==> config.mk <==
export PLATFORM = sky130hd
export DESIGN_NAME = csrr_status_regs
export DESIGN_NICKNAME = d
export VERILOG_FILES = /design/src/common/csrr_pkg.sv /design/src/hdl/csrr_status_regs.sv /design/src/hdl/csrr_sticky_flags.sv /design/src/hdl/csrr_result_bank.sv
export SDC_FILE = /design/constraint.sdc
export NUM_CORES = 1
export LEC_CHECK = 0
export ABC_AREA = 1
export BUFFER_PORTS_ARGS = -buffer_cell sky130_fd_sc_hd__buf_2
export CAP_MARGIN = 0
export CORE_UTILIZATION = 40
export CTS_CLUSTER_SIZE = 10
export DETAILED_ROUTE_END_ITERATION = 10
export GPL_TIMING_DRIVEN = 0
export PLACE_DENSITY = 0.66
export SKIP_CTS_REPAIR_TIMING = 1
export SLEW_MARGIN = 0
export SYNTH_ARGS = -nofsm -noshare
export SYNTH_HDL_FRONTEND = slang
export SYNTH_SLANG_ARGS = --single-unit
==> constraint.sdc <==
create_clock -name clk -period 1.53 [get_ports clk]
set_input_delay 0.153 -clock clk [delete_from_list [all_inputs] [get_ports clk]]
set_output_delay 0.153 -clock clk [all_outputs]
set_load 0.005 [all_outputs]
==> src/common/csrr_pkg.sv <==
// ****************************************************************
// Register map and field layout
// ****************************************************************
package csrr_pkg;

    // Register offsets (word index on the register port)
    localparam logic [3:0] OFF_CONV_STATE = 4'h8;
    localparam logic [3:0] OFF_X_RESULT = 4'h9;
    localparam logic [3:0] OFF_Y_RESULT = 4'hA;
    localparam logic [3:0] OFF_Z_RESULT = 4'hB;
    localparam logic [3:0] OFF_THERMAL = 4'hC;
    localparam logic [3:0] OFF_FRONT_END = 4'hD;
    localparam logic [3:0] OFF_SYS_FLAGS = 4'hE;

    // Reset values
    localparam logic [15:0] RST_CONV_STATE = 16'h0000;
    localparam logic [15:0] RST_RESULT = 16'h0000;
    localparam logic [15:0] RST_FRONT_END = 16'h8000;
    localparam logic [15:0] RST_SYS_FLAGS = 16'h0000;

    // Conversion state word fields
    localparam int CS_READY = 13;
    localparam int CS_ANGLE = 12;
    localparam int CS_TEMP = 11;
    localparam int CS_Z = 10;
    localparam int CS_Y = 9;
    localparam int CS_X = 8;
    localparam int CS_COUNT_LO = 4;
    localparam int CS_ALERT_LO = 0;

    // Front-end diagnostics fields
    localparam int FE_POWER_UP = 15;
    localparam int FE_SENSOR = 12;
    localparam int FE_TEMP = 11;
    localparam int FE_Z = 10;
    localparam int FE_Y = 9;
    localparam int FE_X = 8;
    localparam int FE_TRIM = 1;
    localparam int FE_SUPPLY = 0;

    // System flag word fields
    localparam int SF_CRC = 12;
    localparam int SF_FRAME = 11;
    localparam int SF_THX_LO = 0;

    // Sticky flag bank widths and reset patterns (power-up flag is bank bit 7)
    localparam int FE_FLAGS = 8;
    localparam int SF_FLAGS = 6;
    localparam logic [FE_FLAGS-1:0] RST_FE_BANK = 8'h80;
    localparam logic [SF_FLAGS-1:0] RST_SF_BANK = 6'h00;

    // Fresh vector order: {angle, temp, z, y, x}
    localparam int FRESH_W = 5;
    localparam int RESULT_CNT = 4;
    localparam int SET_COUNT_W = 3;
    localparam logic [SET_COUNT_W-1:0] SET_COUNT_ONE = 3'h1;

    // Alert summary encodings
    localparam logic [1:0] ALERT_NONE = 2'h0;
    localparam logic [1:0] ALERT_FE = 2'h1;
    localparam logic [1:0] ALERT_SYS = 2'h2;
    localparam logic [1:0] ALERT_BOTH = 2'h3;

endpackage

==> src/hdl/csrr_status_regs.sv <==
`timescale 1ns/1ps
module csrr_status_regs
    import csrr_pkg::*;
(
    input wire logic clk, // System clock, 125 MHz
    input wire logic sys_rst, // Synchronous reset, active high
    // Register access port
    input wire logic rdReq, // Read request pulse
    input wire logic [3:0] rdAddr, // Read offset
    input wire logic wrReq, // Write request pulse
    input wire logic [3:0] wrAddr, // Write offset
    output logic [15:0] rdData, // Read data, valid with rdValid
    output logic rdValid, // Read answer pulse
    output logic wrRefused, // Write ignored pulse
    // Conversion engine side
    input wire logic convStart, // New conversion set begins
    input wire logic convDone, // Conversion set complete
    input wire logic [FRESH_W-1:0] convFresh, // {angle, temp, z, y, x} in this set
    input wire logic [15:0] xResult, // X field result
    input wire logic [15:0] yResult, // Y field result
    input wire logic [15:0] zResult, // Z field result
    input wire logic [15:0] tempResult, // Temperature result
    // Diagnostic events
    input wire logic sensorDiagFail, // Front-end sensor diagnostic failed
    input wire logic tempDiagFail, // Temperature diagnostic failed
    input wire logic zElementDiagFail, // Z element diagnostic failed
    input wire logic yElementDiagFail, // Y element diagnostic failed
    input wire logic xElementDiagFail, // X element diagnostic failed
    input wire logic trimDataError, // Trim data error
    input wire logic internalSupplyFault, // Internal supply fault
    // System events
    input wire logic frameError, // Wrong clock count in a frame
    input wire logic crcError, // Checksum error
    input wire logic [3:0] thresholdCross, // {temp, z, y, x} crossings
    // Status outputs
    output logic convReady, // Conversion set ready
    output logic [1:0] alertSummary // Alert source summary
);

    // ****************************************************************
    // Helper functions
    // ****************************************************************

    // True when the offset falls in the result window
    function automatic logic isResult(input logic [3:0] addr);
        isResult = (addr >= OFF_X_RESULT) && (addr <= OFF_THERMAL);
    endfunction

    // Offset to result bank index
    function automatic logic [1:0] resultIdx(input logic [3:0] addr);
        logic [3:0] diff;
        diff = addr - OFF_X_RESULT;
        resultIdx = diff[1:0];
    endfunction

    // True when an offset names one of this block's words
    function automatic logic isMapped(input logic [3:0] addr);
        isMapped = (addr >= OFF_CONV_STATE) && (addr <= OFF_SYS_FLAGS);
    endfunction

    // Front-end bank bits placed into the 16-bit word; others read zero
    function automatic logic [15:0] feWord(input logic [FE_FLAGS-1:0] b);
        logic [15:0] w;
        w = 16'h0000;
        w[FE_POWER_UP] = b[7];
        w[FE_SENSOR] = b[6];
        w[FE_TEMP] = b[5];
        w[FE_Z] = b[4];
        w[FE_Y] = b[3];
        w[FE_X] = b[2];
        w[FE_TRIM] = b[1];
        w[FE_SUPPLY] = b[0];
        feWord = w;
    endfunction

    // System bank bits placed into the 16-bit word
    function automatic logic [15:0] sfWord(input logic [SF_FLAGS-1:0] b);
        logic [15:0] w;
        w = 16'h0000;
        w[SF_CRC] = b[5];
        w[SF_FRAME] = b[4];
        w[SF_THX_LO +: 4] = b[3:0];
        sfWord = w;
    endfunction

    // ****************************************************************
    // State
    // ****************************************************************

    typedef struct packed {
        logic ready;
        logic [FRESH_W-1:0] fresh;
        logic [SET_COUNT_W-1:0] setCount;
        logic [1:0] alert;
        logic [15:0] rdData;
        logic rdValid;
        logic wrRefused;
    } csrr_state_t;

    csrr_state_t state;
    csrr_state_t next_state;

    logic [FE_FLAGS-1:0] feFlags;
    logic [SF_FLAGS-1:0] sfFlags;
    logic [FE_FLAGS-1:0] feSet;
    logic [SF_FLAGS-1:0] sfSet;
    logic feReadClear;
    logic sfReadClear;
    logic [RESULT_CNT-1:0] resultLoad;
    logic [15:0] resultWord;
    logic [15:0] convWord;

    // ****************************************************************
    // Event gathering
    // ****************************************************************

    // Diagnostic events latch into the front-end bank; power-up only by reset
    assign feSet = {
        1'b0,
        sensorDiagFail,
        tempDiagFail,
        zElementDiagFail, yElementDiagFail, xElementDiagFail,
        trimDataError,
        internalSupplyFault
    };

    // System flag events
    assign sfSet = {crcError, frameError, thresholdCross};

    // A read of the owning word clears its flags; the read returns the old value
    assign feReadClear = rdReq && (rdAddr == OFF_FRONT_END);
    assign sfReadClear = rdReq && (rdAddr == OFF_SYS_FLAGS);

    // Results load only for channels marked fresh in the finished set
    assign resultLoad = {RESULT_CNT{convDone}} & convFresh[3:0];

    // ****************************************************************
    // Submodules
    // ****************************************************************

    // Front-end diagnostics flags, power-up flag set at reset
    csrr_sticky_flags #(
        .N(FE_FLAGS),
        .RESET_VAL(RST_FE_BANK)
    ) u_fe_flags (
        .clk(clk),
        .sys_rst(sys_rst),
        .setIn(feSet),
        .readClear(feReadClear),
        .flags(feFlags)
    );

    // System flag word
    csrr_sticky_flags #(
        .N(SF_FLAGS),
        .RESET_VAL(RST_SF_BANK)
    ) u_sf_flags (
        .clk(clk),
        .sys_rst(sys_rst),
        .setIn(sfSet),
        .readClear(sfReadClear),
        .flags(sfFlags)
    );

    // Result words, read only from the register port
    csrr_result_bank u_results (
        .clk(clk),
        .sys_rst(sys_rst),
        .loadEn(resultLoad),
        .xIn(xResult),
        .yIn(yResult),
        .zIn(zResult),
        .tIn(tempResult),
        .rdIdx(resultIdx(rdAddr)),
        .rdWord(resultWord)
    );

    // ****************************************************************
    // Conversion state word assembly
    // ****************************************************************

    // Fields packed into their bit positions; reserved bits stay zero
    always_comb begin
        convWord = RST_CONV_STATE;
        convWord[CS_READY] = state.ready;
        convWord[CS_ANGLE] = state.fresh[4];
        convWord[CS_TEMP] = state.fresh[3];
        convWord[CS_Z] = state.fresh[2];
        convWord[CS_Y] = state.fresh[1];
        convWord[CS_X] = state.fresh[0];
        convWord[CS_COUNT_LO +: SET_COUNT_W] = state.setCount;
        convWord[CS_ALERT_LO +: 2] = state.alert;
    end

    // ****************************************************************
    // Next-state logic
    // ****************************************************************

    // Conversion tracking, alert summary and register port answers
    always_comb begin
        next_state = state;

        // A new set invalidates the buffer until it completes
        if (convStart) begin
            next_state.ready = 1'b0;
            next_state.fresh = '0;
        end

        // Completion wins over a start in the same cycle
        if (convDone) begin
            next_state.ready = 1'b1;
            next_state.fresh = convFresh;
            next_state.setCount = state.setCount + SET_COUNT_ONE;
        end

        // Summary follows the flag banks one cycle later
        unique case ({|sfFlags, |feFlags})
            2'b00: next_state.alert = ALERT_NONE;
            2'b01: next_state.alert = ALERT_FE;
            2'b10: next_state.alert = ALERT_SYS;
            2'b11: next_state.alert = ALERT_BOTH;
        endcase

        // Read answer one cycle after the request; unmapped reads give zero
        next_state.rdValid = rdReq;
        next_state.rdData = 16'h0000;
        if (rdReq) begin
            if (rdAddr == OFF_CONV_STATE) begin
                next_state.rdData = convWord;
            end else if (isResult(rdAddr)) begin
                next_state.rdData = resultWord;
            end else if (rdAddr == OFF_FRONT_END) begin
                next_state.rdData = feWord(feFlags);
            end else if (rdAddr == OFF_SYS_FLAGS) begin
                next_state.rdData = sfWord(sfFlags);
            end
        end

        // Every word here is read-only, so writes are dropped and flagged
        next_state.wrRefused = wrReq && isMapped(wrAddr);
    end

    // ****************************************************************
    // State register
    // ****************************************************************

    // Reset values match the documented register resets
    always_ff @(posedge clk) begin
        if (sys_rst) begin
            state.ready <= 1'b0;
            state.fresh <= '0;
            state.setCount <= '0;
            state.alert <= ALERT_NONE;
            state.rdData <= 16'h0000;
            state.rdValid <= 1'b0;
            state.wrRefused <= 1'b0;
        end else begin
            state <= next_state;
        end
    end

    // ****************************************************************
    // Outputs
    // ****************************************************************

    // All outputs come straight from the state register
    assign rdData = state.rdData;
    assign rdValid = state.rdValid;
    assign wrRefused = state.wrRefused;
    assign convReady = state.ready;
    assign alertSummary = state.alert;

endmodule

==> src/hdl/csrr_sticky_flags.sv <==
`timescale 1ns/1ps
// ****************************************************************
// Sticky read-clear flag bank
// ****************************************************************
module csrr_sticky_flags #(
    parameter int N = 8,
    parameter logic [N-1:0] RESET_VAL = '0
) (
    input wire logic clk, // System clock
    input wire logic sys_rst, // Synchronous reset, active high
    input wire logic [N-1:0] setIn, // Event per flag
    input wire logic readClear, // Owning word read this cycle
    output logic [N-1:0] flags // Current flag values
);

    typedef struct packed {
        logic [N-1:0] flags;
    } csrr_flag_state_t;

    csrr_flag_state_t state;
    csrr_flag_state_t next_state;

    // Set wins over a read clear in the same cycle so no event is lost
    always_comb begin
        next_state = state;
        if (readClear) begin
            next_state.flags = '0;
        end
        next_state.flags = next_state.flags | setIn;
    end

    // State register
    always_ff @(posedge clk) begin
        if (sys_rst) begin
            state.flags <= RESET_VAL;
        end else begin
            state <= next_state;
        end
    end

    assign flags = state.flags;

endmodule

==> src/hdl/csrr_result_bank.sv <==
`timescale 1ns/1ps
// ****************************************************************
// Conversion result storage, indexed X, Y, Z, temperature
// ****************************************************************
module csrr_result_bank
    import csrr_pkg::*;
(
    input wire logic clk, // System clock
    input wire logic sys_rst, // Synchronous reset, active high
    input wire logic [RESULT_CNT-1:0] loadEn, // Per-word load strobe
    input wire logic [15:0] xIn, // X field result
    input wire logic [15:0] yIn, // Y field result
    input wire logic [15:0] zIn, // Z field result
    input wire logic [15:0] tIn, // Temperature result
    input wire logic [1:0] rdIdx, // Read index
    output logic [15:0] rdWord // Selected word
);

    typedef struct packed {
        logic [RESULT_CNT-1:0][15:0] word;
    } csrr_bank_state_t;

    csrr_bank_state_t state;
    csrr_bank_state_t next_state;
    logic [RESULT_CNT-1:0][15:0] inWord;

    assign inWord = {tIn, zIn, yIn, xIn};

    // Only channels fresh in this set load; others keep the older value
    always_comb begin
        next_state = state;
        for (int i = 0; i < RESULT_CNT; i++) begin
            if (loadEn[i]) begin
                next_state.word[i] = inWord[i];
            end
        end
    end

    // State register
    always_ff @(posedge clk) begin
        if (sys_rst) begin
            state.word <= {RESULT_CNT{RST_RESULT}};
        end else begin
            state <= next_state;
        end
    end

    assign rdWord = state.word[rdIdx];

endmodule

==> results of run 1 <==
==> cells in the final DEF (no fill, tap or decap), types with 5 or more instances in the layout <==
master / n
buf_2: 129
nor2_1: 128
dfxtp_1: 107
nand2_1: 93
o21ai_0: 85
a21oi_1: 59
inv_1: 42
nand3_1: 33
clkbuf_1: 11
dlygate4sd3_1: 11
clkbuf_8: 9
inv_2: 7
buf_4: 5
o21ai_1: 5
ha_1: 5
==> cell families after synthesis <==
group / share of synthesized area, %
AO/OA/AOI/OAI: 17.45
adder cells (fa/ha/maj): 1.412
buffers and inverters: 8.667
flip-flops: 48.33
AND/OR/NAND/NOR: 24.14
==> worst max-delay path by stage <==
stage                         start                     to  slack [ns]  cells past startpoint
after floorplan           rdAddr[0]  rdData[12]$_SDFF_PP0_      0.0004                     12
after global placement    rdAddr[0]   rdData[4]$_SDFF_PP0_       -0.58                     12
after CTS                 rdAddr[0]   rdData[4]$_SDFF_PP0_       -0.24                     12
after detailed placement  rdAddr[0]   rdData[4]$_SDFF_PP0_       -0.61                     12
after global routing      rdAddr[0]   rdData[4]$_SDFF_PP0_        0.03                     11
final                     rdAddr[0]   rdData[3]$_SDFF_PP0_         0.1                     11
==> report_power, final <==
part | internal, mW | leakage [nW] | switching, mW
registers | 2.95 | 0.883 | 0.0870
clock network | 0.918 | 0.0996 | 0.945
logic | 0.345 | 1.58 | 0.501
==> per-layer routing <==
layer	vias up	wire, um	track usage, %
met3	13	789	3.632
met1	1971	6047	31.84
li1	2243	-	-
met4	0	156	5.479
met2	161	5845	37.60
met5	-	0	0
==> cell type report <==
cell class              count  area share, %
plain buffers              33          3.406
clock buffers              11          2.384
clock inverters             4          1.385
inverters                  52          3.633
multi-input cells         421          34.65
flip-flops and latches    107          38.87
well taps                 140          3.179
repair buffers            126          12.49
==> metrics by stage <==
stage	instance area (um^2)	setup WS [ns]	TNS [ns]	utilization [%]	hold WS, ns
final	5510	0.09522	0	50.83	-0.01389
after floorplan	4432	0.0003686	0	-	0.2524
after CTS	5390	-0.2394	-0.8034	49.72	-0.04885
after detailed placement	5182	-0.6073	-6.837	47.81	0.3480
after global routing	5510	0.02538	0	50.83	0.008732
after global placement	5182	-0.5840	-6.666	47.81	0.3380
==> state kept, by name, indices dropped and copies added (netlist names) <==
name	cells
rdData	16
rdValid	1
u_results.state	64
wrRefused	1
alertSummary	2
u_fe_flags.flags	8
u_sf_flags.flags	6
convWord	8
convReady	1
==> worst min-delay path, stage by stage <==
cell     delay [ns]
buf_2          0.08
a21oi_1        0.03
nor2_1         0.07
==> results_dict.tcl, run 1 <==
set metrics [dict create \
    crit_path_start_kind "input pin" \
    die_area_um2 11500 \
    gp_congestion 0.9045 \
    grt.total_usage_pct 23.03 \
    maxSlewViolCount 0 \
    synth_cell_type_count 24 \
    multi_input_area_um2 1909 \
    timing.hold.ws_ns -0.01389 \
    yosysWarnings 0 \
    holdPathEnd "u_fe_flags.flags[0]$_SDFF_PP0_" \
    firstDrtPassIters 5 \
    grt_max_degree 17 \
    cts_buffers 9 \
    nNetsFinal 851 \
    synth_top_area_share_pct 48.33 \
    critPathKind "in2reg" \
    first_global_vias 4002 \
    place_hpwl_mm 9.777 \
    p_leak_nw 2.558 \
    syn-num-nets 715 \
    crit_family "buffers and inverters" \
    wl_mm 12.84 \
    synth_most_common_cell "nor2_1" \
    arrival_ns 1.69 \
    fin_crit_sh_pct 93.78 \
    drc 0 \
    fillers 1095 \
    worst_pin_slew_ns 0.4964 \
    max_stage_delay_ns 0.28 \
    r2r_end "rdData[6]$_SDFF_PP0_" \
    drive_above_1_share_pct 22.41 \
    wire_per_inst_um 14.36 \
    hold_depth 3 \
    synth_seq_cells 107 \
    fin_skew_ns 0.01645 \
    hp-class "in2reg" \
    gr-total-overflow 0 \
    rsz0062_at_grt "no" \
    die_h_um 107.3 \
    regArea_um2 2142 \
    status "finished, violations left" \
    synthTopCellsByCount "nor2_1, dfxtp_1, nand2_1" \
    synth_top_area_cell "dfxtp_1" \
    avgViaCountPerCell 4.908 \
    syn-mean-instance-area_um2 7.218 \
    vdd_drop_max_uv 627.6 \
    ios 117 \
    r2r_slack_ns 0.51 \
    antenna_found_initial 0 \
    ant_nets 0 \
    cts-root-buf "clkbuf_8" \
    ctsLongestPathBuffers 2 \
    slowest_stage "ha_1" \
    drt-initial-drc-count 267 \
    min_from "internalSupplyFault" \
    worst-path-max-fanout 12 \
    initial_core_util_pct 40.88 \
    cp.required_ns 1.79 \
    slew_headroom_pct 66.91 \
    cts_tree "done" \
    fin_cells 894 \
    yosys-top-cells-area "dfxtp_1, nor2_1, o21ai_0" \
    netlist_area_um2 4432 \
    die_w_um 107.3 \
    rr_worst_depth 4 \
    synth_cells 614 \
    clk_latency_ns 0.37 \
    max_freq_mhz 697.0 \
    ys.flop_type "dfxtp_1" \
    finalHoldViolCount 3 \
    power.total_mw 5.750 \
    synthToLayoutAreaGrowth_pct 24.34 \
    grt_pass1_wl_mm 20.10 \
    clk_pin_slew_ns 0.10 \
    synth_edf_count 0 \
    p_per_area_nw_per_um2 1043 \
    insertedDiodeCount 0 \
    maxCapViolations 0 \
    violations "hold timing" \
    clock_sinks 107 \
    vias 4388 \
    core_um2 10840 \
    yosysSeqAreaShare_pct 48.33 \
    path_buf_inv 6 \
    numPlacedInstances 869 \
    rows 38 \
    r2r-start "u_results.state[38]$_SDFFE_PP0P_" \
    htreeDepth 3 \
    worstSetupEndpointType "flop" \
    synthArstFlopShare_pct 0 \
    io_buffers 115 \
    path_cells "buf_4 -> inv_4 -> buf_6 -> ha_1 -> buf_4 -> inv_4 -> buf_6 -> a21oi_1 -> o21ai_0 -> a21oi_1 -> nor2_1" \
    layout_min_cycle_time_ns 1.435 \
    setup_viol 0 \
]
(Power assumes the default switching activity.)
==> inputs of run 2 (changes only) <==
--- a/config.mk
+++ b/config.mk
@@ -5,7 +5,6 @@
 export SDC_FILE = /design/constraint.sdc
 export NUM_CORES = 1
 export LEC_CHECK = 0
-export ABC_AREA = 1
 export BUFFER_PORTS_ARGS = -buffer_cell sky130_fd_sc_hd__buf_2
 export CAP_MARGIN = 0
 export CORE_UTILIZATION = 40
==> run 2 against run 1 <==
Against the previous run:
- the run still ends with hold timing left
- final area increased by 0.77%
- synthesized area decreased by 3.7%
- die area is 3.6% lower
- sequential cell count unchanged
- critical endpoint is now rdData[13]$_SDFF_PP0_
- power shrank 5.0%
- clock power down 6%
- fmax decreased by 3.6%
- global-route usage down 0.78 points
- hold slack better by 0.011 ns
- utilization increased by 3.0 points
- largest power group unchanged
==> results_dict.tcl, run 2 <==
set metrics [dict create \
    gp_congestion 0.8690 \
    worst-path-max-fanout 10 \
    insertedDiodeCount 0 \
    layout_commonest_cell "nand2_1" \
    yosysWarnings 0 \
    vias 3938 \
    worstSetupEndpointType "flop" \
    drive_above_1_share_pct 26.34 \
    layout_min_cycle_time_ns 1.489 \
    cp.required_ns 1.78 \
    crit_path_start_kind "input pin" \
    path_depth 10 \
    hold_depth 3 \
    p_per_area_nw_per_um2 983.4 \
    grt.total_usage_pct 22.25 \
    violations "hold timing" \
    antenna_found_initial 0 \
    maxCapViolations 0 \
    combPwrFrac_pct 13.4 \
    synth_cell_type_count 33 \
    largest_reg_flops 64 \
    wire_per_inst_um 14.94 \
    htreeDepth 3 \
    rr_worst_depth 3 \
    ios 117 \
    yosysSeqAreaShare_pct 50.18 \
    cts_buffers 9 \
    clock_power_share_pct 31.8 \
    utilization_pct 53.79 \
    synth_top_area_share_pct 50.18 \
    multi_input_area_um2 1977 \
    clock_sinks 107 \
    synthTopCellsByCount "nand2_1, dfxtp_1, a21oi_1" \
    initial_core_util_pct 41.35 \
    finalHoldViolCount 1 \
    timing.hold.ws_ns -0.002497 \
    wl_mm 11.79 \
    drc 0 \
    r2r_slack_ns 0.30 \
    p_leak_nw 2.298 \
    slowest_stage "mux4_2" \
    die_h_um 105.3 \
    syn-num-nets 596 \
    clk_pin_slew_ns 0.09 \
    path_buf_inv 6 \
    largest_registers "u_results.state: 64 flops, rdData: 16 flops" \
    swShare_pct 25.89 \
    cts-root-buf "clkbuf_8" \
    fin_skew_ns 0.01106 \
    max_stage_delay_ns 0.32 \
    r2r_end "rdData[12]$_SDFF_PP0_" \
    synthToLayoutAreaGrowth_pct 30.07 \
    synth_most_common_cell "nand2_1" \
    netlist_area_um2 4269 \
    crit_family "buffers and inverters" \
    synth_top_area_cell "dfxtp_1" \
    critPathKind "in2reg" \
    synthArstFlopShare_pct 0 \
    ys.flop_type "dfxtp_1" \
    r2r-start "u_results.state[12]$_SDFFE_PP0P_" \
    holdPathEnd "u_fe_flags.flags[2]$_SDFF_PP0_" \
    ctsLongestPathBuffers 2 \
    nNetsFinal 749 \
    die_area_um2 11090 \
    core_um2 10320 \
    synth_cells 495 \
    cts_tree "done" \
    worst_pin_slew_ns 0.5915 \
    path_cells "buf_2 -> buf_12 -> buf_12 -> inv_4 -> ha_4 -> buf_6 -> buf_6 -> mux4_2 -> nand3_1 -> a21oi_1" \
    fillers 979 \
    drt-initial-drc-count 264 \
    pwr-share-seq_pct 54.8 \
    hp-class "in2reg" \
    yosys-top-cells-area "dfxtp_1, nand2_1, a21oi_1" \
    avgViaCountPerCell 4.991 \
    rsz0062_at_grt "no" \
    largest_register "u_results.state" \
    rows 37 \
    p_sw_mw 1.414 \
    fin_crit_sh_pct 97.30 \
    final_cell_mix "nand2_1, buf_2, dfxtp_1, a21oi_1, nor2_1" \
    vdd_drop_max_uv 533.2 \
    grt_max_degree 19 \
    clk_latency_ns 0.37 \
    p_int_mw 4.047 \
    gr-total-overflow 0 \
    regArea_um2 2142 \
    min_from "xElementDiagFail" \
    slew_headroom_pct 60.57 \
    first_global_vias 3826 \
    status "finished, violations left" \
    synth_seq_cells 107 \
    ant_nets 0 \
    setup_viol 0 \
    syn-mean-instance-area_um2 8.624 \
    place_hpwl_mm 9.079 \
    maxSlewViolCount 0 \
    max_freq_mhz 671.7 \
    firstDrtPassIters 4 \
    synth_edf_count 0 \
    grt_pass1_wl_mm 18.90 \
    arrival_ns 1.74 \
    io_buffers 115 \
    die_w_um 105.3 \
]
## run 2: worst register-to-register path, stage by stage (launching register included)
cell	delay, ns
dfxtp_1	0.33
mux4_2	0.51
nor2_1	0.19
o31ai_1	0.09
## run 2: how the worst max path moves through the flow
stage | to | start
6_report | rdData[13]$_SDFF_PP0_ | rdAddr[0]
5_1_grt | rdData[6]$_SDFF_PP0_ | rdAddr[0]
4_1_cts | rdData[6]$_SDFF_PP0_ | rdAddr[0]
3_5_place_dp | rdData[5]$_SDFF_PP0_ | rdAddr[0]
3_3_place_gp | rdData[13]$_SDFF_PP0_ | rdAddr[0]
2_1_floorplan | rdData[14]$_SDFF_PP0_ | rdAddr[0]
## run 2: kinds of logic (layout without fill, tap and decap cells)
| logic type | Yosys count | in the layout | synth area share, % |
|---|---|---|---|
| xor+xnor | 2 | 2 | 0.4104 |
| buf+inv | 37 | 195 | 4.191 |
| fa+ha+maj | 5 | 5 | 1.465 |
| mux | 17 | 17 | 8.675 |
| flops | 107 | 107 | 50.18 |
| simple gates | 209 | 209 | 20.28 |
| compound gates | 118 | 118 | 14.80 |
## run 2: layer usage
layer / global-route usage [%] / vias up / part of all wire, %
met1: 29.20 / 1819 / 45
met3: 5.133 / 9 / 6.1
met5: 0 / - / 0
met2: 36.80 / 129 / 48
li1: - / 1981 / -
met4: 5.835 / 0 / 1.1
## run 2: cell type report
| type | count | share of cell area [%] |
|---|---|---|
| Timing Repair Buffer | 143 | 15.41 |
| Clock buffer | 10 | 2.298 |
| Sequential cell | 107 | 38.58 |
| Buffer | 32 | 3.425 |
| Tap cell | 136 | 3.064 |
| Clock inverter | 6 | 1.307 |
| Multi-Input combinational cell | 351 | 35.60 |
| Inverter | 4 | 0.3155 |
## run 2: stage by stage
step                      setup TNS [ns]  cell area, um^2  cells  setup WS, ns  total power [mW]
after floorplan                 -0.01493             4310    495      -0.01493             3.433
after global placement            -5.943             5056    746       -0.3708             3.704
after detailed placement          -6.574             5056    746       -0.3882             3.723
after CTS                        -0.1643             5256    762      -0.04322             5.445
after global routing                   0             5553    789      0.001436             5.755
final                                  0             5553    789       0.04129             5.461
## run 2: power by group through the flow
| stage | sequential [mW] | combinational [mW] | clock (mW) |
|---|---|---|---|
| after floorplan | 3.03 | 0.405 | 0 |
| after global placement | 3.05 | 0.653 | 0 |
| after detailed placement | 3.05 | 0.668 | 0 |
| after CTS | 2.99 | 0.671 | 1.78 |
| after global routing | 3.01 | 0.812 | 1.93 |
| final | 2.99 | 0.730 | 1.74 |
==> inputs of run 3 (changes only) <==
--- a/config.mk
+++ b/config.mk
@@ -8,6 +8,7 @@
 export BUFFER_PORTS_ARGS = -buffer_cell sky130_fd_sc_hd__buf_2
 export CAP_MARGIN = 0
 export CORE_UTILIZATION = 40
+export CTS_BUF_LIST = sky130_fd_sc_hd__clkbuf_8
 export CTS_CLUSTER_SIZE = 10
 export DETAILED_ROUTE_END_ITERATION = 10
 export GPL_TIMING_DRIVEN = 0
==> run 3 against run 2 <==
Against the previous run:
- the flow still finishes with violations (hold timing)
- sequential share of layout area unchanged
- count of clock-buffer cells in the layout decreased by 1
- utilization unchanged
- power decreased by 0.26%
- wire length about the same
- global-route usage unchanged
- critical path depth unchanged
- combinational power about the same
- critical path type unchanged
- critical endpoint unchanged
==> results_dict.tcl, run 3 (synthesized netlist as in run 2, its figures left out) <==
set metrics [dict create \
    status "finished, violations left" \
    violations "hold timing" \
    fin_crit_sh_pct 97.30 \
    initial_core_util_pct 41.35 \
    max_freq_mhz 671.7 \
    maxSlewViolCount 0 \
    grt_pass1_wl_mm 18.90 \
    clk_pin_slew_ns 0.09 \
    p_leak_nw 2.302 \
    ant_nets 0 \
    io_buffers 115 \
    drive_above_1_share_pct 26.34 \
    wl_mm 11.78 \
    insertedDiodeCount 0 \
    htreeDepth 3 \
    layout_min_cycle_time_ns 1.489 \
    critPathKind "in2reg" \
    largest_register "u_results.state" \
    avgViaCountPerCell 4.990 \
    setup_viol 0 \
    gr-total-overflow 0 \
    arrival_ns 1.74 \
    ctsLongestPathBuffers 2 \
    cts_tree "done" \
    final_cell_mix "nand2_1, buf_2, dfxtp_1, a21oi_1, nor2_1" \
    rr_worst_depth 3 \
    placed_area_um2 5056 \
    largest_reg_flops 64 \
    multi_input_area_um2 1977 \
    timing.hold.ws_ns -0.002459 \
    grtUsageMet1_pct 29.20 \
    r2r_slack_ns 0.30 \
    slew_headroom_pct 60.48 \
    numPlacedInstances 746 \
    place_hpwl_mm 9.079 \
    tns_ns 0 \
    worstSetupEndpointType "flop" \
    worst-path-max-fanout 10 \
    cts_buffers 9 \
    rows 37 \
    rsz0062_at_grt "no" \
    gp_congestion 0.8690 \
    core_um2 10320 \
    layout_commonest_cell "nand2_1" \
    cts-root-buf "clkbuf_8" \
    hp-class "in2reg" \
    largest_registers "u_results.state: 64 flops, rdData: 16 flops" \
    holdPathEnd "u_fe_flags.flags[2]$_SDFF_PP0_" \
    fin_skew_ns 0.009701 \
    die_h_um 105.3 \
    wire_per_inst_um 14.93 \
    ios 117 \
    drt-initial-drc-count 210 \
    die_area_um2 11090 \
    p_per_area_nw_per_um2 980.8 \
    hold_depth 3 \
    min_from "xElementDiagFail" \
    regArea_um2 2142 \
    grt_max_degree 19 \
    maxCapViolations 0 \
    clock_sinks 107 \
    vias 3937 \
    finalHoldViolCount 1 \
    met2_usage_pct 36.80 \
    r2r_end "rdData[12]$_SDFF_PP0_" \
    clk_latency_ns 0.37 \
    worst_pin_slew_ns 0.5927 \
    nNetsFinal 749 \
    antenna_found_initial 0 \
    final_area_um2 5553 \
    r2r-start "u_results.state[12]$_SDFFE_PP0P_" \
    cp.required_ns 1.78 \
    crit_path_start_kind "input pin" \
    grt.total_usage_pct 22.25 \
    grt_use_met3_pct 5.133 \
    firstDrtPassIters 4 \
    vdd_drop_max_uv 533.6 \
    die_w_um 105.3 \
    fin_cells 789 \
    first_global_vias 3826 \
    drc 0 \
    fillers 979 \
    synthToLayoutAreaGrowth_pct 30.07 \
    grt-busiest-layer "met2" \
]
run 3: cell count changes in the layout (fill, tap and decap cells not counted), sizes merged:
| cell | change |
|---|---|
| inv | +1 |
| clkbuf | -1 |
run 3: stage by stage:
stage	util, %	setup WS (ns)	hold WS (ns)	power [mW]
global placement	48.98	-0.3708	0.3357	3.704
detailed placement	48.98	-0.3882	0.3502	3.723
CTS	50.92	-0.04322	-0.05163	5.440
global route	53.79	0.001436	0.0002815	5.749
floorplan	-	-0.01493	0.2521	3.433
finish	53.79	0.04126	-0.002459	5.446
run 3: layout make-up:
| class | count | area share, % |
|---|---|---|
| repair buffers | 143 | 15.41 |
| flip-flops and latches | 107 | 38.58 |
| inverters | 4 | 0.3155 |
| clock inverters | 7 | 1.374 |
| plain buffers | 32 | 3.425 |
| multi-input cells | 351 | 35.60 |
| clock buffers | 9 | 2.231 |
| well taps | 136 | 3.064 |
run 3: power by group:
group	total, mW	leakage, nW	switching [mW]	internal [mW]
combinational	0.730	1.32	0.373	0.358
clock	1.72	0.102	0.956	0.768
sequential	2.99	0.877	0.0780	2.91
run 3: routing by layer:
| metal | up-vias | part of all wire (%) |
|---|---|---|
| met5 | - | 0 |
| met4 | 0 | 1.1 |
| met3 | 9 | 5.8 |
| met2 | 127 | 48 |
| met1 | 1820 | 45 |
| li1 | 1981 | - |
run 3: worst max-delay path by stage:
stage | start | endpoint | slack [ns] | depth (start not counted)
after detailed placement | rdAddr[0] | rdData[5]$_SDFF_PP0_ | -0.39 | 10
final | rdAddr[0] | rdData[13]$_SDFF_PP0_ | 0.04 | 10
after global routing | rdAddr[0] | rdData[6]$_SDFF_PP0_ | 0.001 | 9
after global placement | rdAddr[0] | rdData[13]$_SDFF_PP0_ | -0.37 | 10
after CTS | rdAddr[0] | rdData[6]$_SDFF_PP0_ | -0.04 | 10
after floorplan | rdAddr[0] | rdData[14]$_SDFF_PP0_ | -0.01 | 7
run 3: critical path, stage by stage:
cell	delay (ns)
buf_2	0.12
buf_12	0.15
buf_12	0.16
inv_4	0.05
ha_4	0.25
buf_6	0.14
buf_6	0.17
mux4_2	0.32
nand3_1	0.11
a21oi_1	0.09
